## config.mk

```make
export PLATFORM = sky130hd
export DESIGN_NAME = dpts_top
export DESIGN_NICKNAME = d
export VERILOG_FILES = /design/src/rtl/dpts_pkg.sv /design/src/rtl/dpts_regs_if.sv /design/src/rtl/dpts_param_regs.sv /design/src/rtl/dpts_top.sv
export SDC_FILE = /design/constraint.sdc
export NUM_CORES = 1
export LEC_CHECK = 0
export BUFFER_PORTS_ARGS = -buffer_cell sky130_fd_sc_hd__clkbuf_2
export CAP_MARGIN = 20
export CORE_MARGIN = 3
export CORE_UTILIZATION = 54
export CTS_BUF_LIST = sky130_fd_sc_hd__clkbuf_16
export DETAILED_ROUTE_END_ITERATION = 12
export PLACE_DENSITY_LB_ADDON = 0.25
export SYNTH_ARGS = -nofsm -noshare
export SYNTH_HDL_FRONTEND = slang
export SYNTH_SLANG_ARGS = --single-unit
export TNS_END_PERCENT = 50
```

## constraint.sdc

```tcl
create_clock -name clk_sys -period 10.88 [get_ports clk_sys]
set_input_delay 1.088 -clock clk_sys [delete_from_list [all_inputs] [get_ports clk_sys]]
set_output_delay 1.088 -clock clk_sys [all_outputs]
set_load 0.01 [all_outputs]
```

## src/rtl/dpts_pkg.sv

```systemverilog
// Package: codes, register offsets, field layouts and limits for the diagnostic panel sequencer
package dpts_pkg;
  // Parameter codes that select a register
  localparam logic [7:0] DPTS_OFS_OPTIONS = 8'h80;
  localparam logic [7:0] DPTS_OFS_STEP = 8'h81;
  localparam logic [7:0] DPTS_OFS_RECORD = 8'h83;
  localparam logic [7:0] DPTS_OFS_HEAD = 8'h85;
  localparam logic [7:0] DPTS_OFS_PATTERN = 8'h8c;
  // Command and test codes
  localparam logic [7:0] DPTS_CMD_ENTER_FTM = 8'h60;
  localparam logic [7:0] DPTS_CMD_EXIT_FTM = 8'h61;
  localparam logic [7:0] DPTS_TST_SEQ_FWD = 8'ha3;
  localparam logic [7:0] DPTS_TST_SEQ_REV = 8'ha4;
  localparam logic [7:0] DPTS_TST_SEQ_FWD_REV = 8'ha5;
  localparam logic [7:0] DPTS_TST_WRITE = 8'haa;
  localparam logic [7:0] DPTS_TST_READ = 8'hab;
  localparam logic [7:0] DPTS_TST_WRITE_READ = 8'hac;
  // Display status bytes
  localparam logic [7:0] DPTS_STS_RUNNING = 8'hf0;
  localparam logic [7:0] DPTS_STS_STOPPED = 8'hf1;
  // Field-test option bit positions (lower byte of the options register)
  localparam int DPTS_OPT_MAN_RECORD = 7;
  localparam int DPTS_OPT_MAN_HEAD = 6;
  localparam int DPTS_OPT_RND_RECORD = 5;
  localparam int DPTS_OPT_RND_HEAD = 4;
  localparam int DPTS_OPT_SINGLE = 1;
  // Engineering cylinder and drive geometry limits
  localparam logic [11:0] DPTS_CE_CYL = 12'd842;
  localparam logic [11:0] DPTS_MAX_CYL = 12'd842;
  localparam logic [7:0] DPTS_MAX_HEAD = 8'd23;
  localparam logic [7:0] DPTS_MAX_RECORD = 8'd31;
  // Reset values
  localparam logic [15:0] DPTS_RST_REG = 16'h0000;
  localparam logic [15:0] DPTS_RST_STEP = 16'h0001;
  localparam logic [15:0] DPTS_RST_LFSR = 16'hace1;
  // Register file geometry
  localparam int DPTS_NREG = 5;
  localparam int DPTS_IDX_W = 3;
  typedef logic [DPTS_IDX_W-1:0] dpts_idx_t;
  typedef enum logic [1:0] {DPTS_OP_SEEK, DPTS_OP_WRITE, DPTS_OP_READ} dpts_op_e;
endpackage

```

## src/rtl/dpts_regs_if.sv

```systemverilog
// Interface: register file access between the sequencer and its parameter memory
`timescale 1ns/1ps
interface dpts_regs_if;
  import dpts_pkg::*;
  logic wr_en;
  dpts_idx_t wr_idx;
  logic [15:0] wr_data;
  dpts_idx_t rd_idx;
  logic [15:0] rd_data;
  logic [15:0] options;
  logic [15:0] step;
  logic [15:0] record_num;
  logic [15:0] head_num;
  logic [15:0] pattern;
  modport ctrl (output wr_en, wr_idx, wr_data, rd_idx, input rd_data, options, step, record_num, head_num, pattern);
  modport mem (input wr_en, wr_idx, wr_data, rd_idx, output rd_data, options, step, record_num, head_num, pattern);
endinterface

```

## src/rtl/dpts_param_regs.sv

```systemverilog
// Parameter register memory: five 16-bit registers with a registered read port
`timescale 1ns/1ps
module dpts_param_regs
  import dpts_pkg::*;
(
  input wire logic clk_sys, // System clock
  input wire logic rst_n, // Synchronised reset, active low
  dpts_regs_if.mem rif // Register access
);
  logic [15:0] regs_q [DPTS_NREG];

  // Storage; the step register resets to one so a seek moves until a zero step is loaded
  generate
    for (genvar i = 0; i < DPTS_NREG; i++)
    begin : g_reg
      always_ff @(posedge clk_sys or negedge rst_n)
      begin
        if (!rst_n)
          regs_q[i] <= (i == 1) ? DPTS_RST_STEP : DPTS_RST_REG;
        else if (rif.wr_en && rif.wr_idx == DPTS_IDX_W'(i))
          regs_q[i] <= rif.wr_data;
      end
    end
  endgenerate

  // Registered read data
  always_ff @(posedge clk_sys or negedge rst_n)
  begin
    if (!rst_n)
      rif.rd_data <= DPTS_RST_REG;
    else
      rif.rd_data <= regs_q[rif.rd_idx];
  end

  // Direct views that steer the sequencer
  assign rif.options = regs_q[0];
  assign rif.step = regs_q[1];
  assign rif.record_num = regs_q[2];
  assign rif.head_num = regs_q[3];
  assign rif.pattern = regs_q[4];
endmodule

```

## src/rtl/dpts_top.sv

```systemverilog
// Diagnostic panel command interpreter and field-test sequencer
// Functional notes
// Code 81 selects step register, shows it
// First load fills upper staging byte
// Second load fills lower byte, shows value
// Initiate copies staged value into register
// Loading test code shows 00 and code
// Initiate starts test, shows code F0
// A3 steps forward to max, returns, repeats
// A4 seeks max then steps back to zero
// A5 alternates forward and backward stepping
// AA writes all heads and records at 842
// AB reads all heads and records at 842
// 8C selects pattern; zero low, nonzero high
// 80 selects options: test and field-test bytes
// Option C2 sets manual record, head, single
// 83 and 85 select record and head
// Single mode: one write, then F1 shown
// Option 30 randomises; AC writes and reads
// Stopped test shows code and F1
// Tests need mode 60; 61 leaves it
// Geometry limits are fixed design constants
// Second initiate ends after current operation
`timescale 1ns/1ps
module dpts_top
  import dpts_pkg::*;
(
  input wire logic clk_sys, // 40 MHz system clock
  input wire logic nrst, // Asynchronous reset, active low
  input wire logic [7:0] param_sw, // Parameter switches
  input wire logic load_p, // Load switch pulse
  input wire logic initiate_p, // Initiate switch pulse
  input wire logic clear_p, // Clear switch pulse
  input wire logic op_done, // Drive finished the requested operation
  output logic [15:0] display, // Four-digit hex display
  output logic op_req, // One-cycle operation request
  output logic [1:0] op_kind, // 0 seek, 1 write, 2 read
  output logic [11:0] op_cyl, // Target cylinder
  output logic [7:0] op_head, // Target head
  output logic [7:0] op_record, // Target record
  output logic pattern_high, // High-frequency data pattern selected
  output logic field_test_mode // Field-test mode active
);
  import dpts_pkg::*;

  typedef enum logic [1:0] {DPTS_ST_IDLE, DPTS_ST_ISSUE, DPTS_ST_WAIT} dpts_state_e;
  typedef enum logic [1:0] {DPTS_SEL_NONE, DPTS_SEL_REG, DPTS_SEL_TEST, DPTS_SEL_CMD} dpts_sel_e;

  logic rst_s1_q, rst_n;
  dpts_regs_if rif ();
  dpts_sel_e sel_q;
  dpts_idx_t idx_q;
  logic [1:0] nbytes_q;
  logic [15:0] stage_q;
  logic [7:0] code_q;
  dpts_state_e st_q;
  logic stop_q, dir_q, wr_phase_q;
  logic [1:0] show_rd_q;
  logic [3:0] dec_code;
  logic [11:0] cyl_q;
  logic [7:0] head_q, rec_q;
  logic [15:0] lfsr_q;
  logic single, man_rec, man_head, rnd_rec, rnd_head, last_hr;
  logic [12:0] fwd_sum;
  logic [12:0] rev_dif;

  // Reset release through two flip-flops
  always_ff @(posedge clk_sys or negedge nrst)
  begin
    if (!nrst)
    begin
      rst_s1_q <= 1'b0;
      rst_n <= 1'b0;
    end
    else
    begin
      rst_s1_q <= 1'b1;
      rst_n <= rst_s1_q;
    end
  end

  dpts_param_regs u_regs (
    .clk_sys(clk_sys),
    .rst_n(rst_n),
    .rif(rif)
  );

  // Map a parameter code to a register index; bit 3 flags a hit
  function automatic logic [3:0] reg_decode(input logic [7:0] code);
    unique case (code)
      DPTS_OFS_OPTIONS: reg_decode = 4'h8;
      DPTS_OFS_STEP: reg_decode = 4'h9;
      DPTS_OFS_RECORD: reg_decode = 4'ha;
      DPTS_OFS_HEAD: reg_decode = 4'hb;
      DPTS_OFS_PATTERN: reg_decode = 4'hc;
      default: reg_decode = 4'h0;
    endcase
  endfunction

  // True for the field-test codes this block runs
  function automatic logic is_test(input logic [7:0] code);
    is_test = (code == DPTS_TST_SEQ_FWD) || (code == DPTS_TST_SEQ_REV) ||
      (code == DPTS_TST_SEQ_FWD_REV) || (code == DPTS_TST_WRITE) ||
      (code == DPTS_TST_READ) || (code == DPTS_TST_WRITE_READ);
  endfunction

  // Option decode
  assign single = rif.options[DPTS_OPT_SINGLE];
  assign man_rec = rif.options[DPTS_OPT_MAN_RECORD];
  assign man_head = rif.options[DPTS_OPT_MAN_HEAD];
  assign rnd_rec = rif.options[DPTS_OPT_RND_RECORD];
  assign rnd_head = rif.options[DPTS_OPT_RND_HEAD];
  assign last_hr = (head_q == DPTS_MAX_HEAD) && (rec_q == DPTS_MAX_RECORD);
  assign fwd_sum = {1'b0, cyl_q} + {1'b0, rif.step[11:0]};
  assign rev_dif = {1'b0, cyl_q} - {1'b0, rif.step[11:0]};
  assign rif.rd_idx = idx_q;
  // Register hit and index for the code on the switches
  assign dec_code = reg_decode(param_sw);

  // Panel decode: selection, byte staging and register writes
  always_ff @(posedge clk_sys or negedge rst_n)
  begin
    if (!rst_n)
    begin
      sel_q <= DPTS_SEL_NONE;
      idx_q <= '0;
      nbytes_q <= 2'd0;
      stage_q <= DPTS_RST_REG;
      code_q <= 8'h00;
      show_rd_q <= 2'b00;
      rif.wr_en <= 1'b0;
      rif.wr_idx <= '0;
      rif.wr_data <= DPTS_RST_REG;
    end
    else
    begin
      rif.wr_en <= 1'b0;
      // Two-cycle delay: the read port needs one cycle after the index moves
      show_rd_q <= {show_rd_q[0], 1'b0};
      if (clear_p && st_q == DPTS_ST_IDLE)
      begin
        sel_q <= DPTS_SEL_NONE;
        nbytes_q <= 2'd0;
      end
      else if (load_p && st_q == DPTS_ST_IDLE)
      begin
        if (sel_q == DPTS_SEL_REG && nbytes_q == 2'd0)
        begin
          stage_q <= {param_sw, rif.rd_data[7:0]};
          nbytes_q <= 2'd1;
        end
        else if (sel_q == DPTS_SEL_REG && nbytes_q == 2'd1)
        begin
          stage_q <= {stage_q[15:8], param_sw};
          nbytes_q <= 2'd2;
        end
        else if (dec_code[3])
        begin
          sel_q <= DPTS_SEL_REG;
          idx_q <= dec_code[DPTS_IDX_W-1:0];
          nbytes_q <= 2'd0;
          show_rd_q <= 2'b01;
        end
        else
        begin
          sel_q <= is_test(param_sw) ? DPTS_SEL_TEST : DPTS_SEL_CMD;
          code_q <= param_sw;
          nbytes_q <= 2'd0;
        end
      end
      else if (initiate_p && sel_q == DPTS_SEL_REG && nbytes_q == 2'd2 && st_q == DPTS_ST_IDLE)
      begin
        rif.wr_en <= 1'b1;
        rif.wr_idx <= idx_q;
        rif.wr_data <= stage_q;
        nbytes_q <= 2'd0;
      end
    end
  end

  // Field-test mode entry and exit
  always_ff @(posedge clk_sys or negedge rst_n)
  begin
    if (!rst_n)
      field_test_mode <= 1'b0;
    else if (initiate_p && sel_q == DPTS_SEL_CMD && code_q == DPTS_CMD_ENTER_FTM)
      field_test_mode <= 1'b1;
    else if (initiate_p && sel_q == DPTS_SEL_CMD && code_q == DPTS_CMD_EXIT_FTM && st_q == DPTS_ST_IDLE)
      field_test_mode <= 1'b0;
  end

  // Random head and record source
  always_ff @(posedge clk_sys or negedge rst_n)
  begin
    if (!rst_n)
      lfsr_q <= DPTS_RST_LFSR;
    else
      lfsr_q <= {lfsr_q[14:0], lfsr_q[15] ^ lfsr_q[13] ^ lfsr_q[12] ^ lfsr_q[10]};
  end

  // Test sequencer
  always_ff @(posedge clk_sys or negedge rst_n)
  begin
    if (!rst_n)
    begin
      st_q <= DPTS_ST_IDLE;
      stop_q <= 1'b0;
      dir_q <= 1'b0;
      wr_phase_q <= 1'b0;
      cyl_q <= 12'd0;
      head_q <= 8'd0;
      rec_q <= 8'd0;
      op_req <= 1'b0;
      op_kind <= DPTS_OP_SEEK;
      op_cyl <= 12'd0;
      op_head <= 8'd0;
      op_record <= 8'd0;
    end
    else
    begin
      op_req <= 1'b0;
      unique case (st_q)
        DPTS_ST_IDLE:
        begin
          if (initiate_p && sel_q == DPTS_SEL_TEST && field_test_mode)
          begin
            st_q <= DPTS_ST_ISSUE;
            stop_q <= 1'b0;
            wr_phase_q <= 1'b1;
            dir_q <= (code_q == DPTS_TST_SEQ_REV);
            head_q <= man_head ? rif.head_num[7:0] : 8'd0;
            rec_q <= man_rec ? rif.record_num[7:0] : 8'd0;
            if (code_q == DPTS_TST_SEQ_REV)
              cyl_q <= DPTS_MAX_CYL;
            else if (code_q == DPTS_TST_WRITE || code_q == DPTS_TST_READ || code_q == DPTS_TST_WRITE_READ)
              cyl_q <= DPTS_CE_CYL;
            else
              cyl_q <= 12'd0;
            op_kind <= DPTS_OP_SEEK;
          end
        end
        DPTS_ST_ISSUE:
        begin
          if (initiate_p)
            stop_q <= 1'b1;
          op_req <= 1'b1;
          op_cyl <= cyl_q;
          op_head <= head_q;
          op_record <= rec_q;
          st_q <= DPTS_ST_WAIT;
        end
        DPTS_ST_WAIT:
        begin
          if (initiate_p)
            stop_q <= 1'b1;
          if (op_done)
          begin
            st_q <= DPTS_ST_ISSUE;
            if (stop_q || initiate_p)
              st_q <= DPTS_ST_IDLE;
            else if (code_q == DPTS_TST_WRITE && single && op_kind == DPTS_OP_WRITE)
              st_q <= DPTS_ST_IDLE;
            unique case (code_q)
              DPTS_TST_SEQ_FWD:
                cyl_q <= (fwd_sum > {1'b0, DPTS_MAX_CYL}) ? 12'd0 : fwd_sum[11:0];
              DPTS_TST_SEQ_REV:
                cyl_q <= (cyl_q == 12'd0) ? DPTS_MAX_CYL :
                  (rev_dif[12] ? 12'd0 : rev_dif[11:0]);
              DPTS_TST_SEQ_FWD_REV:
              begin
                if (!dir_q && fwd_sum >= {1'b0, DPTS_MAX_CYL})
                begin
                  cyl_q <= DPTS_MAX_CYL;
                  dir_q <= 1'b1;
                end
                else if (dir_q && (rev_dif[12] || rev_dif == 13'd0))
                begin
                  cyl_q <= 12'd0;
                  dir_q <= 1'b0;
                end
                else
                  cyl_q <= dir_q ? rev_dif[11:0] : fwd_sum[11:0];
              end
              DPTS_TST_WRITE_READ:
              begin
                op_kind <= wr_phase_q ? DPTS_OP_WRITE : DPTS_OP_READ;
                if (!wr_phase_q)
                begin
                  head_q <= rnd_head ? (lfsr_q[7:0] % (DPTS_MAX_HEAD + 8'd1)) : head_q;
                  rec_q <= rnd_rec ? (lfsr_q[15:8] % (DPTS_MAX_RECORD + 8'd1)) : rec_q;
                end
                wr_phase_q <= ~wr_phase_q;
              end
              default:
              begin
                // Write or read: after the seek, walk heads and records in order
                op_kind <= (code_q == DPTS_TST_READ) ? DPTS_OP_READ : DPTS_OP_WRITE;
                if (op_kind != DPTS_OP_SEEK && !(single && code_q == DPTS_TST_WRITE))
                begin
                  if (last_hr)
                  begin
                    head_q <= 8'd0;
                    rec_q <= 8'd0;
                  end
                  else if (rec_q == DPTS_MAX_RECORD)
                  begin
                    rec_q <= 8'd0;
                    head_q <= head_q + 8'd1;
                  end
                  else
                    rec_q <= rec_q + 8'd1;
                end
              end
            endcase
          end
        end
        default:
          st_q <= DPTS_ST_IDLE;
      endcase
    end
  end

  // Data pattern selection follows the register's lower byte
  always_ff @(posedge clk_sys or negedge rst_n)
  begin
    if (!rst_n)
      pattern_high <= 1'b0;
    else
      pattern_high <= (rif.pattern[7:0] != 8'h00);
  end

  // Display selection
  always_ff @(posedge clk_sys or negedge rst_n)
  begin
    if (!rst_n)
      display <= 16'h0000;
    else if (st_q != DPTS_ST_IDLE)
      display <= {code_q, DPTS_STS_RUNNING};
    else if (show_rd_q[1])
      display <= rif.rd_data;
    else if (sel_q == DPTS_SEL_REG && nbytes_q != 2'd0)
      display <= stage_q;
    else if (load_p || clear_p)
      display <= display;
    else if (sel_q != DPTS_SEL_REG && sel_q != DPTS_SEL_NONE && display[7:0] == DPTS_STS_RUNNING)
      display <= {code_q, DPTS_STS_STOPPED};
    else if (initiate_p && sel_q == DPTS_SEL_CMD)
      display <= {code_q, DPTS_STS_STOPPED};
    else if (sel_q == DPTS_SEL_TEST || sel_q == DPTS_SEL_CMD)
      display <= (display[15:8] == code_q) ? display : {8'h00, code_q};
  end

  // A started test always shows its running status within two cycles
  stat_run_a: assert property (@(posedge clk_sys) disable iff (!rst_n)
    (st_q == DPTS_ST_IDLE ##1 st_q == DPTS_ST_ISSUE) |=> (display == {code_q, DPTS_STS_RUNNING}))
    else $error("running status not shown");
  stop_show_a: assert property (@(posedge clk_sys) disable iff (!rst_n)
    (st_q == DPTS_ST_WAIT && op_done && stop_q) |=> ##1 (display == {code_q, DPTS_STS_STOPPED}))
    else $error("stopped status not shown");
  mode_gate_a: assert property (@(posedge clk_sys) disable iff (!rst_n)
    (st_q == DPTS_ST_IDLE ##1 st_q == DPTS_ST_ISSUE) |-> field_test_mode)
    else $error("test ran outside field-test mode");
  reg_write_a: assert property (@(posedge clk_sys) disable iff (!rst_n)
    (rif.wr_en && rif.wr_idx == 3'd1) |=> (rif.step == $past(rif.wr_data)))
    else $error("staged value not stored");
  // The first load after a select lands in the upper staging byte
  stage_up_a: assert property (@(posedge clk_sys) disable iff (!rst_n)
    (load_p && !clear_p && st_q == DPTS_ST_IDLE && sel_q == DPTS_SEL_REG && nbytes_q == 2'd0) |=>
    (stage_q[15:8] == $past(param_sw))) else $error("upper byte not staged");
  fwd_limit_a: assert property (@(posedge clk_sys) disable iff (!rst_n)
    op_req |-> op_cyl <= DPTS_MAX_CYL) else $error("seek beyond maximum cylinder");
endmodule

```

=== After elaboration in Yosys (flattened, before gate mapping) ===
Index checks and enable logic that the tools add are counted.

* Bits in registers: 249

* Add/subtract/negate cells: 4
* Div/mod/pow operators: 1
* $lt $le $gt $ge: 3
* Equal/unequal tests: 53
* Mux-type cells: 92
* Bitwise logic cells: 10
* Reductions and logical operators: 74

{| class="wikitable"
|+ Operators by type and width
! cell !! count
|-
| $mux 16 || 11
|-
| $eq 8x8->1 const B || 18
|-
| $mux 8 || 17
|-
| $mux 12 || 8
|-
| $pmux 8 s2 || 4
|-
| $bmux 16 s3 || 1
|-
| $mux 2 || 21
|-
| $pmux 12 s3 || 1
|-
| $logic_and 1x1->1 || 27
|-
| $pmux 12 s2 || 1
|-
| $mux 10 || 2
|-
| $pmux 4 s5 || 1
|-
| $mux 1 || 19
|-
| $reduce_and 3->1 || 6
|-
| $reduce_bool 2->1 || 9
|-
| $add 8x1->8 const B || 2
|-
| $eq 8x5->1 const B || 2
|-
| $eq 8x7->1 const B || 2
|-
| $reduce_and 5->1 || 3
|-
| $add 12x12->13 || 1
|-
| $ge 13x10->1 const B || 1
|-
| $gt 13x10->1 const B || 1
|-
| $logic_not 13->1 || 1
|-
| $sub 12x12->13 || 1
|-
| 34 further kinds || 77
|}

=== Depth between registers and ports, before layout ===
Gate-level depths: netlist of run 1.

* Depth in word-level cells: 12
* Depth in mapped cells: 15
* Gate-level depth less buffers: 13

=== By module ===
A second synthesis of run 1 with hierarchy kept.

* Cells, all modules: 1220
* Area, all modules: 12934.9 µm²

{| class="wikitable"
|+ By module, submodules not included
! module !! times used !! cells an instance !! area each (µm²)
|-
| dpts_top || 1 || 953 || 8839.7
|-
| dpts_param_regs || 1 || 267 || 4095.2
|}

=== Worst setup path after synthesis of run 1 ===
No wires, ideal clock.

* Path type: flip-flop to flip-flop
* From: register u_regs.regs_q (netlist bit u_regs.rif.step[0])
* To: register dir_q
* Library setup time: 0.125 ns
* Arrival time: 3.337 ns
* Required time: 10.755 ns
* Slack: 7.418 ns
* Stages on the path, launching flop included: 13
* Path buffers: 0
* Clock period less this slack: 3.462 ns
* Cell sequence: dfstp_2 ha_1 inv_1 fa_1 a211oi_1 o21ai_1 a21oi_1 xnor2_1 or4b_1 or3_4 a22oi_2 a41oi_1 mux2_4

* Longest elaborated chain between the ends: 7

{| class="wikitable"
|+ Ends and longest elaborated chain
! what !! RTL line !! RTL
|-
| from (decl) || dpts_param_regs.sv:10 || <nowiki>logic [15:0] regs_q [DPTS_NREG];</nowiki>
|-
| from (signal, indexed assignment) || dpts_param_regs.sv:19 || <nowiki>regs_q[i] <= (i == 1) ? DPTS_RST_STEP : DPTS_RST_REG;</nowiki>
|-
| from (signal, indexed assignment) || dpts_param_regs.sv:21 || <nowiki>regs_q[i] <= rif.wr_data;</nowiki>
|-
| $add 12x12->13 || dpts_top.sv:114 || <nowiki>assign fwd_sum = {1'b0, cyl_q} + {1'b0, rif.step[11:0]};</nowiki>
|-
| $ge 13x10->1 || dpts_top.sv:271 || <nowiki>if (!dir_q && fwd_sum >= {1'b0, DPTS_MAX_CYL})</nowiki>
|-
| $logic_and 1x1->1 || dpts_top.sv:271 ||
|-
| $mux 1 || dpts_top.sv:271 ||
|-
| $mux 1 || dpts_top.sv:263 || <nowiki>unique case (code_q)</nowiki>
|-
| $mux 1 || dpts_top.sv:256 || <nowiki>if (op_done)</nowiki>
|-
| $pmux 1 s2 || dpts_top.sv:222 || <nowiki>unique case (st_q)</nowiki>
|-
| to (signal assigned) || dpts_top.sv:230 || <nowiki>dir_q <= (code_q == DPTS_TST_SEQ_REV);</nowiki>
|-
| to (decl) || dpts_top.sv:57 || <nowiki>logic stop_q, dir_q, wr_phase_q;</nowiki>
|}

Several ways; a longest one is shown, not always the timed one. The select of a mux whose other input is x is not followed.
A chain may end at the register's enable or synchronous reset.

=== Worst setup path after layout of run 1 ===
Same ends and word-level chain as after synthesis.

==> qor.yml, run 1 <==
drtPass1Iterations: 6
place_hpwl_mm: 23.9
drive_gt1_share_pct: 20.5
drv_slew: 0
finClkSkew_ns: 0.0224
grt_overflow: 0
fin_nets: 1322
die-height_um: 160
routed_via_density: 6.16
clk_latency_ns: 0.55
synth.distinct_cells: 81
grt_pass1_wl_mm: 54.2
tns_ns: 0
final_antenna_net_count: 0
rsz0062_at_grt: "no"
critPathRequiredTime_ns: 11.32
synth_edf_count: 0
track_usage_pct: 26.3
routed_wl_mm: 33.9
internal_power_mw: 1.83
die_area_um2: 25700
synth-seq-area-share_pct: 48.5
cts_buffer_depth: 3
startpoint_type: "register"
peakVddDrop_uv: 109
power.density_nw_per_um2: 204
cts_made_buffers: 27
start_util_pct: 55.8
clkPwrFrac_pct: 28.5
placed_cell_area_um2: 13400
p_sw_share_pct: 36.9
syn-instance-count: 1238
syn-cell-area_um2: 12900
yosysWarnings: 0
async_flop_share_pct: 100
place_ws_ns: 7.03
drc: 0
row_count: 55
root_buffer: "clkbuf_16"
fin_util_pct: 61.7
grt_max_degree: 177
run_status: "finished clean"
fin_area_um2: 14200
worstPathArrival_ns: 4.35
synth_flop_cell: "dfrtp_1"
area_growth_pct: 10.7
fin_crit_sh_pct: 36.0
clkTransAtPathRegs_ns: 0.07
final_cells: 1609
report.power.total_mw: 2.91
fmax_mhz: 256
core_um2: 23100
relSlewSlack_pct: 29.3
p_leak_nw: 6.56
htreeDepth: 1
fin_crit_ns: 3.91
port-buffer-count: 62
num_vias: 9906
routedWlPerCell_um: 21.1
ys_ff_latch: 249
antenna_found_initial: 0
avgSynthCellArea_um2: 10.4
cp-end-kind: "register"
hp-class: "input pin to asynchronous set/reset pin"
setup_viol: 0
whs_ns: 0.326
post-cts-setup-buffer-count: 0
hold_viol: 0
worstMarginPinSlew_ns: 1.05
cts.sinks: 249
ios: 63
critPathKind: "register to register"
worstPathMaxFanout: 6
place_congestion: 0.934
power.switching_mw: 1.07
fin_ws_ns: 6.97
drtIter0Drc: 906
maxCapViolations: 0
n_antenna_cell: 0
seq_power_share_pct: 40.8
syn_nets: 1284
die_w_um: 160
post_cts_resized: 0
cts_tree: "done"
grt_pass1_vias: 9609
pwr-share-comb_pct: 30.7
placedCellCount: 1559
hold_buffers: 0
==> registers in the layout, summed over array words and instances, names as in the netlist, 12 cells and up <==
signal	flops
u_regs.rif.step	16
stage_q	16
u_regs.rif.head_num	16
u_regs.rif.pattern	16
rif.wr_data	16
lfsr_q	16
display	16
u_regs.rif.options	16
u_regs.rif.record_num	16
u_regs.rif.rd_data	16
op_cyl	12
cyl_q	12
==> power by group through the flow <==
stage / combinational (mW) / sequential, mW / clock [mW]
5_1_grt: 0.989 / 1.20 / 0.882
4_1_cts: 0.884 / 1.18 / 0.842
2_1_floorplan: 0.632 / 1.17 / 0
3_5_place_dp: 0.879 / 1.20 / 0
6_report: 0.893 / 1.18 / 0.829
3_3_place_gp: 0.871 / 1.19 / 0
==> final timing paths <==
kind,cells after the start,slack (ns),startpoint,to
max in group asynchronous,2,8.84,rst_n,u_regs.rif.record_num[8]
min reg2reg,0,0.35,rst_s1_q,rst_n
max reg2reg,12,6.97,u_regs.rif.step[0],dir_q
min,1,0.33,nrst,rst_n
min in group clk_sys,0,0.35,rst_s1_q,rst_n
max,12,6.97,u_regs.rif.step[0],dir_q
==> per-layer routing <==
layer,share of wire [%],vias up,track usage (%)
met5,0,-,0
met4,3.1,0,8.28
met3,6.4,73,4.02
met2,46,346,41.1
met1,45,4915,38.0
li1,-,4572,-
==> synth_stat cells (8+ instances only) <==
master | instances | share of area, %
o21ai_0 | 82 | 3.2
o22ai_1 | 21 | 1.0
xnor2_1 | 13 | 0.89
nand2b_1 | 15 | 0.73
a21o_1 | 9 | 0.53
nand2_1 | 105 | 3.1
nor2b_1 | 26 | 1.3
o211ai_1 | 11 | 0.64
nor3_1 | 21 | 0.82
inv_1 | 36 | 1.1
mux2_2 | 132 | 12
o21a_1 | 10 | 0.58
o21ai_1 | 15 | 0.58
dfrtp_1 | 240 | 47
buf_2 | 8 | 0.31
or3_1 | 8 | 0.39
nand3_1 | 24 | 0.93
a31oi_1 | 15 | 0.73
mux2i_1 | 43 | 3.3
nor4_1 | 11 | 0.54
dfstp_2 | 9 | 1.8
buf_1 | 8 | 0.23
xor2_1 | 12 | 0.82
a21oi_1 | 75 | 2.9
nor3b_1 | 10 | 0.58
clkbuf_1 | 49 | 1.4
a22oi_1 | 10 | 0.58
nor2_1 | 79 | 2.3
ha_1 | 30 | 2.9
==> cells by family (layout without fill, tap and decap cells) <==
group / Yosys count / count (layout) / synth area share (%)
AOI/OAI and AO/OA: 307 / 307 / 14.8
xor gates and xnor gates: 25 / 25 / 1.70
adders and majority gates: 33 / 33 / 3.31
buffers and inverters: 103 / 161 / 3.08
DFF: 249 / 249 / 48.5
muxes: 178 / 178 / 15.3
other: 1 / 1 / 0.0292
and+or+nand+nor: 342 / 342 / 13.2
==> cells in the final DEF (no fill, tap or decap), types with 8 or more instances in the layout <==
cell       count
a21o_1         9
o21ai_0       82
a31oi_1       15
mux2_2       132
o22ai_1       21
o211ai_1      11
clkbuf_2      62
nand3_1       24
a21oi_1       75
o21a_1        10
nand2_1      105
mux2i_1       43
clkinv_1       8
nor2b_1       25
ha_1          30
nand2b_1      15
dfrtp_1      239
a22oi_1       10
clkbuf_16     27
or3_1          8
o21ai_1       15
xor2_1        12
nor3b_1        9
nor3_1        20
dfstp_2        9
xnor2_1       13
nor4_1        11
inv_1         46
nor2_1        79
buf_4         10
==> critical path: stages (launching register included) <==
cell      delay, ns
dfstp_2        0.56
ha_1           0.18
inv_1          0.06
fa_1           0.51
a211oi_1       0.37
o21ai_1        0.13
a21oi_1        0.22
xnor2_1        0.13
or4b_1         0.57
or3_4          0.43
a22oi_2        0.16
a41oi_1        0.16
mux2_4         0.34
==> final cells by class <==
cell class                 count  area, um2
clock buffer                  27        676
clock inverter                22        109
fill                        1880       8820
inverter                      38        143
multi-input combinational    886       6250
sequential                   249       6250
tap                          313        392
timing repair buffer          74        420
(Power assumes the default switching activity.)
==> run 2: changes to the inputs <==
==> constraint.sdc (replaced) <==
create_clock -name clk_sys -period 3.95 [get_ports clk_sys]
set_input_delay 0.395 -clock clk_sys [delete_from_list [all_inputs] [get_ports clk_sys]]
set_output_delay 0.395 -clock clk_sys [all_outputs]
set_load 0.01 [all_outputs]
==> run 2 against run 1 <==
  * Sequential share of layout area fell by 0.62 points
  * Clock power rose to 2.8 times the previous value
  * Via count grew 0.74%
  * Setup slack lost 6.7 ns
  * Die area stayed put
  * Critical endpoint unchanged
  * Count of clock-buffer cells in the layout decreased by 1
  * Non-clock buffer count up 22
  * Final area rose by 1.4%
==> qor.yml, run 2 (synthesis gave the netlist of run 1 again) <==
run_status: "finished clean"  # unchanged
track_usage_pct: 26.8  # was 26.3%
fin_crit_ns: 3.70  # was 3.91 ns
cts.sinks: 249  # unchanged
grt_pass1_vias: 9697  # was 9609
worstMarginPinSlew_ns: 1.12  # was 1.05 ns
fmax_mhz: 270  # was 256 MHz
seq_power_share_pct: 39.9  # was 40.8%
layout_common_cells: "dfrtp_1, mux2_2, nand2_1"  # unchanged
report.power.total_mw: 8.17  # was 2.91 mW
grt_pass1_wl_mm: 55.4  # was 54.2 mm
drtPass1Iterations: 6  # unchanged
layout_commonest_cell: "dfrtp_1"  # unchanged
die-height_um: 160  # unchanged
rsz0062_at_grt: "no"  # unchanged
pwr-share-comb_pct: 31.4  # was 30.7%
crit_path_start: "u_regs.rif.step[0]"  # unchanged
die_w_um: 160  # unchanged
finClkSkew_ns: 0.0123  # was 0.0224 ns
final_antenna_net_count: 0  # unchanged
cp-end-kind: "register"  # unchanged
clk_latency_ns: 0.54  # was 0.55 ns
drtIter0Drc: 970  # was 906
ios: 63  # unchanged
drc: 0  # unchanged
grt_max_degree: 79  # was 177
grt_overflow: 0  # unchanged
fin_crit_sh_pct: 93.8  # was 36.0%
fin_nets: 1343  # was 1322
routed_via_density: 6.12  # was 6.16
power.density_nw_per_um2: 566  # was 204 nW/um2
seqCellArea_um2: 6250  # unchanged
relSlewSlack_pct: 24.6  # was 29.3%
setup_viol: 0  # unchanged
cts_buffer_depth: 3  # unchanged
root_buffer: "clkbuf_16"  # unchanged
p_leak_nw: 6.69  # was 6.56 nW
drv_slew: 0  # unchanged
routedWlPerCell_um: 21.4  # was 21.1 um
critPathKind: "register to register"  # unchanged
routed_wl_mm: 34.8  # was 33.9 mm
hp-class: "input pin to asynchronous set/reset pin"  # unchanged
internal_power_mw: 5.20  # was 1.83 mW
n_antenna_cell: 0  # unchanged
peakVddDrop_uv: 431  # was 109 uV
cts_tree: "done"  # unchanged
port-buffer-count: 62  # unchanged
clkTransAtPathRegs_ns: 0.07  # about the same
drive_gt1_share_pct: 21.9  # was 20.5%
cts_made_buffers: 26  # was 27
core_um2: 23100  # unchanged
critPathCapture: "dir_q"  # unchanged
die_area_um2: 25700  # unchanged
tns_ns: 0  # unchanged
timing.rr.start: "u_regs.rif.step[0]"  # unchanged
startpoint_type: "register"  # unchanged
antenna_found_initial: 0  # unchanged
maxCapViolations: 0  # unchanged
reg2reg_depth: 12  # unchanged
num_vias: 9979  # was 9906
row_count: 55  # unchanged
area_growth_pct: 12.2  # was 10.7%
critPathRequiredTime_ns: 4.38  # was 11.32 ns
fillers: 1857  # was 1880
htreeDepth: 1  # unchanged
post-cts-setup-buffer-count: 0  # unchanged
worstPathMaxFanout: 5  # was 6
clkPwrFrac_pct: 28.7  # was 28.5%
place_congestion: 0.909  # was 0.934
start_util_pct: 55.8  # unchanged
reg2reg_to: "dir_q"  # unchanged
power.switching_mw: 2.97  # was 1.07 mW
multiInputGateArea_um2: 6240  # was 6250 um2
worstPathArrival_ns: 4.13  # was 4.35 ns
place_hpwl_mm: 24.9  # was 23.9 mm
hold_viol: 0  # unchanged
r2r_slack_ns: 0.25  # was 6.97 ns
p_sw_share_pct: 36.3  # was 36.9%
[run 2: how the worst min path moves through the flow]
stage,endpoint,slack (ns),cells past startpoint
after floorplan,rst_s1_q,0.1,0
after global placement,rst_s1_q,0.18,1
after detailed placement,rst_s1_q,0.18,1
after CTS,rst_n,0.15,2
after global routing,rst_n,0.15,2
final,rst_n,0.17,2
[run 2: timing repair]
item                                   CTS  global route
hold buffers                             1             0
gates resized for setup                  0             0
endpoints found under the hold margin    2             0
[run 2: critical path: stages, from the launching register on]
cell      delay, ns
dfstp_2        0.58
ha_1           0.17
inv_1          0.06
fa_1           0.41
a211oi_1       0.30
o21ai_1        0.11
a21oi_1        0.18
xnor2_1        0.13
or4b_1         0.57
or3_4          0.43
a22oi_2        0.16
a41oi_1        0.17
mux2_4         0.33
[run 2: per-stage QoR]
step                      std cells  area, um2  hold WS, ns  util (%)  setup WS [ns]
final                          1630      14400        0.172      62.6          0.246
after global placement         1581      13600        0.181      59.0          0.332
after floorplan                1238      12900       0.0994         -          0.488
after detailed placement       1581      13600        0.184      59.0          0.273
after global routing           1630      14400        0.154      62.6         0.0457
after CTS                      1630      14400        0.147      62.6          0.264
[run 2: area by class of cell]
cell class	count	share of cell area [%]
clock inverter	22	1.19
timing repair buffer	96	4.11
tap	313	2.71
multi-input combinational	886	43.2
clock buffer	26	4.51
sequential	249	43.3
inverter	38	0.988
[run 2: routing by layer]
metal  track usage, %  routed length [um]
met3             3.48                2180
met2             42.4               16000
met1             39.0               15600
met4             7.65                1030
met5                0                   0
[run 2: power by group through the flow]
stage	clock, mW	combinational [mW]	sequential [mW]
floorplan	0	1.74	3.21
global placement	0	2.51	3.28
detailed placement	0	2.52	3.29
CTS	2.38	2.54	3.25
global route	2.49	2.84	3.30
finish	2.35	2.57	3.26
==> run 3: changes to the inputs <==
--- a/config.mk
+++ b/config.mk
@@ -5,9 +5,10 @@
 export SDC_FILE = /design/constraint.sdc
 export NUM_CORES = 1
 export LEC_CHECK = 0
+export ABC_AREA = 1
 export BUFFER_PORTS_ARGS = -buffer_cell sky130_fd_sc_hd__clkbuf_2
 export CAP_MARGIN = 20
-export CORE_MARGIN = 3
+export CORE_MARGIN = 2
 export CORE_UTILIZATION = 54
 export CTS_BUF_LIST = sky130_fd_sc_hd__clkbuf_16
 export DETAILED_ROUTE_END_ITERATION = 12
==> run 3 against run 2 <==
  * Clock power decreased by 6%
  * Sequential power grew 5%
  * Routed wire length increased by 6.2%
  * Final cell count grew 29%
  * Utilization fell by 1.6 points
  * Via count up 18%
  * Sequential cell count is the same
  * Total power increased by 6.6%
  * Critical endpoint is now rec_q[6]
  * Highest routed layer unchanged
==> qor.yml, run 3 <==
grt_overflow: 0  # unchanged
cp-end-kind: "register"  # unchanged
routed_via_density: 5.61  # was 6.12
peakVddDrop_uv: 332  # was 431 uV
layout_common_cells: "nand2_1, dfrtp_1, o21ai_0"  # was dfrtp_1, mux2_2, nand2_1
synth_top_area_share_pct: 44.8  # was 46.7%
multiInputGateArea_um2: 5990  # was 6240 um2
syn_nets: 1754  # was 1284
die_w_um: 162  # was 160 um
p_leak_nw: 7.20  # was 6.69 nW
fmax_mhz: 299  # was 270 MHz
drive_gt1_share_pct: 11.5  # was 21.9%
drc: 0  # unchanged
post_cts_resized: 0  # unchanged
crit_path_start: "st_q[0]"  # was u_regs.rif.step[0]
antenna_found_initial: 0  # unchanged
place_hpwl_mm: 27.0  # was 24.9 mm
drv_slew: 0  # unchanged
drtPass1Iterations: 5  # was 6
drtIter0Drc: 1193  # was 970
grt_max_degree: 90  # was 79
reg2reg_to: "rec_q[6]"  # was dir_q
hp-class: "input pin to asynchronous set/reset pin"  # unchanged
reg2reg_depth: 9  # was 12
critPathRequiredTime_ns: 4.37  # was 4.38 ns
critPathCapture: "rec_q[6]"  # was dir_q
routedWlPerCell_um: 17.7  # was 21.4 um
clk_latency_ns: 0.53  # was 0.54 ns
fin_area_um2: 14800  # was 14400 um2
cts_buffer_depth: 3  # unchanged
syn-cell-area_um2: 13400  # was 12900 um2
rsz0062_at_grt: "no"  # unchanged
ys_ff_latch: 249  # unchanged
die-height_um: 162  # was 160 um
n_antenna_cell: 0  # unchanged
async_flop_share_pct: 100  # unchanged
fin_crit_ns: 3.35  # was 3.70 ns
row_count: 57  # was 55
placed_cell_area_um2: 14000  # was 13600 um2
cts.sinks: 249  # unchanged
place_congestion: 0.938  # was 0.909
htreeDepth: 1  # unchanged
syn-instance-count: 1708  # was 1238
grt_pass1_wl_mm: 59.1  # was 55.4 mm
grt_pass1_vias: 10900  # was 9697
synth_flop_cell: "dfrtp_1"  # unchanged
fillers: 2208  # was 1857
tns_ns: 0  # unchanged
synth-seq-area-share_pct: 46.6  # was 48.5%
root_buffer: "clkbuf_16"  # unchanged
whs_ns: 0.182  # was 0.172 ns
ios: 63  # unchanged
synth_edf_count: 0  # unchanged
die_area_um2: 26100  # was 25700 um2
timing.rr.start: "st_q[0]"  # was u_regs.rif.step[0]
final_antenna_net_count: 0  # unchanged
worstPathMaxFanout: 16  # was 5
core_um2: 24300  # was 23100 um2
routed_wl_mm: 37.0  # was 34.8 mm
setup_viol: 0  # unchanged
maxCapViolations: 0  # unchanged
port-buffer-count: 62  # unchanged
post-cts-setup-buffer-count: 0  # unchanged
fin_nets: 1798  # was 1343
track_usage_pct: 28.5  # was 26.8%
layout_commonest_cell: "nand2_1"  # was dfrtp_1
worstPathArrival_ns: 3.76  # was 4.13 ns
power.density_nw_per_um2: 588  # was 566 nW/um2
synth_area_leader_cell: "dfrtp_1"  # unchanged
cts_made_buffers: 27  # was 26
worstMarginPinSlew_ns: 1.02  # was 1.12 ns
clkTransAtPathRegs_ns: 0.07  # about the same
hold_buffers: 1  # unchanged
finClkSkew_ns: 0.0149  # was 0.0123 ns
run_status: "finished clean"  # unchanged
start_util_pct: 55.1  # was 55.8%
startpoint_type: "register"  # unchanged
relSlewSlack_pct: 32.2  # was 24.6%
synth.most_common_cell: "nand2_1"  # was dfrtp_1
area_growth_pct: 10.6  # was 12.2%
synth.distinct_cells: 63  # was 81
critPathKind: "register to register"  # unchanged
seqCellArea_um2: 6250  # unchanged
avgSynthCellArea_um2: 7.85  # was 10.4 um2
hold_viol: 0  # unchanged
r2r_slack_ns: 0.60  # was 0.25 ns
yosys-top-cells-area: "dfrtp_1, nand2_1, o21ai_0, inv_1, ha_1"  # was dfrtp_1, mux2_2, mux2i_1, o21ai_0, nand2_1
yosysWarnings: 0  # unchanged
fin_crit_sh_pct: 84.7  # was 93.8%
synth_commonest_cells: "nand2_1, dfrtp_1, o21ai_0"  # was dfrtp_1, mux2_2, nand2_1
report.power.total_mw: 8.71  # was 8.17 mW
num_vias: 11800  # was 9979
cts_tree: "done"  # unchanged
run 3: changes by cell type after synthesis, moves of 9 or more:
cell	delta
nand2_1	+332
inv_2	+17
nand2_2	+13
nor3b_1	-9
nand4_1	+12
o21ai_0	+149
mux2i_1	-42
mux2_2	-132
nor2_1	+15
inv_1	+169
nand3_1	+49
nand2b_1	-15
o21ai_2	+11
nor2b_1	-26
run 3: critical path, stage by stage, from the launching register on:
cell	delay [ns]
dfrtp_1	0.40
inv_1	0.11
ha_1	0.47
clkinv_1	0.38
a21oi_1	0.54
nand2_2	0.20
inv_2	0.09
and3_1	0.64
o221ai_1	0.25
o21a_1	0.15
run 3: cells by family after synthesis:
kind of cell             count (synthesis)  share of synthesized area (%)
AO/OA/AOI/OAI                          412                           17.4
adder cells (fa/ha/maj)                 32                           3.10
other                                    1                         0.0280
XOR/XNOR                                24                           1.62
multiplexers                             1                         0.0747
AND/OR/NAND/NOR                        692                           22.4
flip-flops                             249                           46.6
buffers and inverters                  297                           8.86
run 3: worst min-delay path by stage:
stage          endpoint  slack (ns)  depth (start not counted)
3_5_place_dp   rst_s1_q        0.18                          1
4_1_cts           rst_n        0.17                          2
2_1_floorplan  rst_s1_q         0.1                          0
5_1_grt           rst_n        0.19                          2
3_3_place_gp   rst_s1_q        0.18                          1
6_report          rst_n        0.18                          2
run 3: layout make-up:
cell class,instances,share of cell area [%]
Clock buffer,27,4.56
Clock inverter,22,0.633
Inverter,230,5.85
Multi-Input combinational cell,1162,40.4
Sequential cell,249,42.1
Tap cell,324,2.73
Timing Repair Buffer,82,3.71
run 3: report_power, final:
group	switching, mW	internal [mW]	leakage [nW]
registers	0.449	2.96	3.23
clock network	0.992	1.23	0.412
logic	2.13	0.956	3.56
run 3: metrics by stage:
step           util (%)  instances  setup WS, ns
2_1_floorplan         -       1708          1.45
3_3_place_gp       57.3       2041         0.882
3_5_place_dp       57.5       2042         0.645
4_1_cts            60.7       2092         0.635
5_1_grt            61.0       2096         0.337
6_report           61.0       2096         0.603
run 3: routing by layer:
metal  track usage (%)  share of wire [%]  wire (um)
met3              4.26                6.8       2530
met2              44.1                 45      16800
met4              9.17                3.2       1180
met5                 0                  0          0
met1              41.4                 45      16500
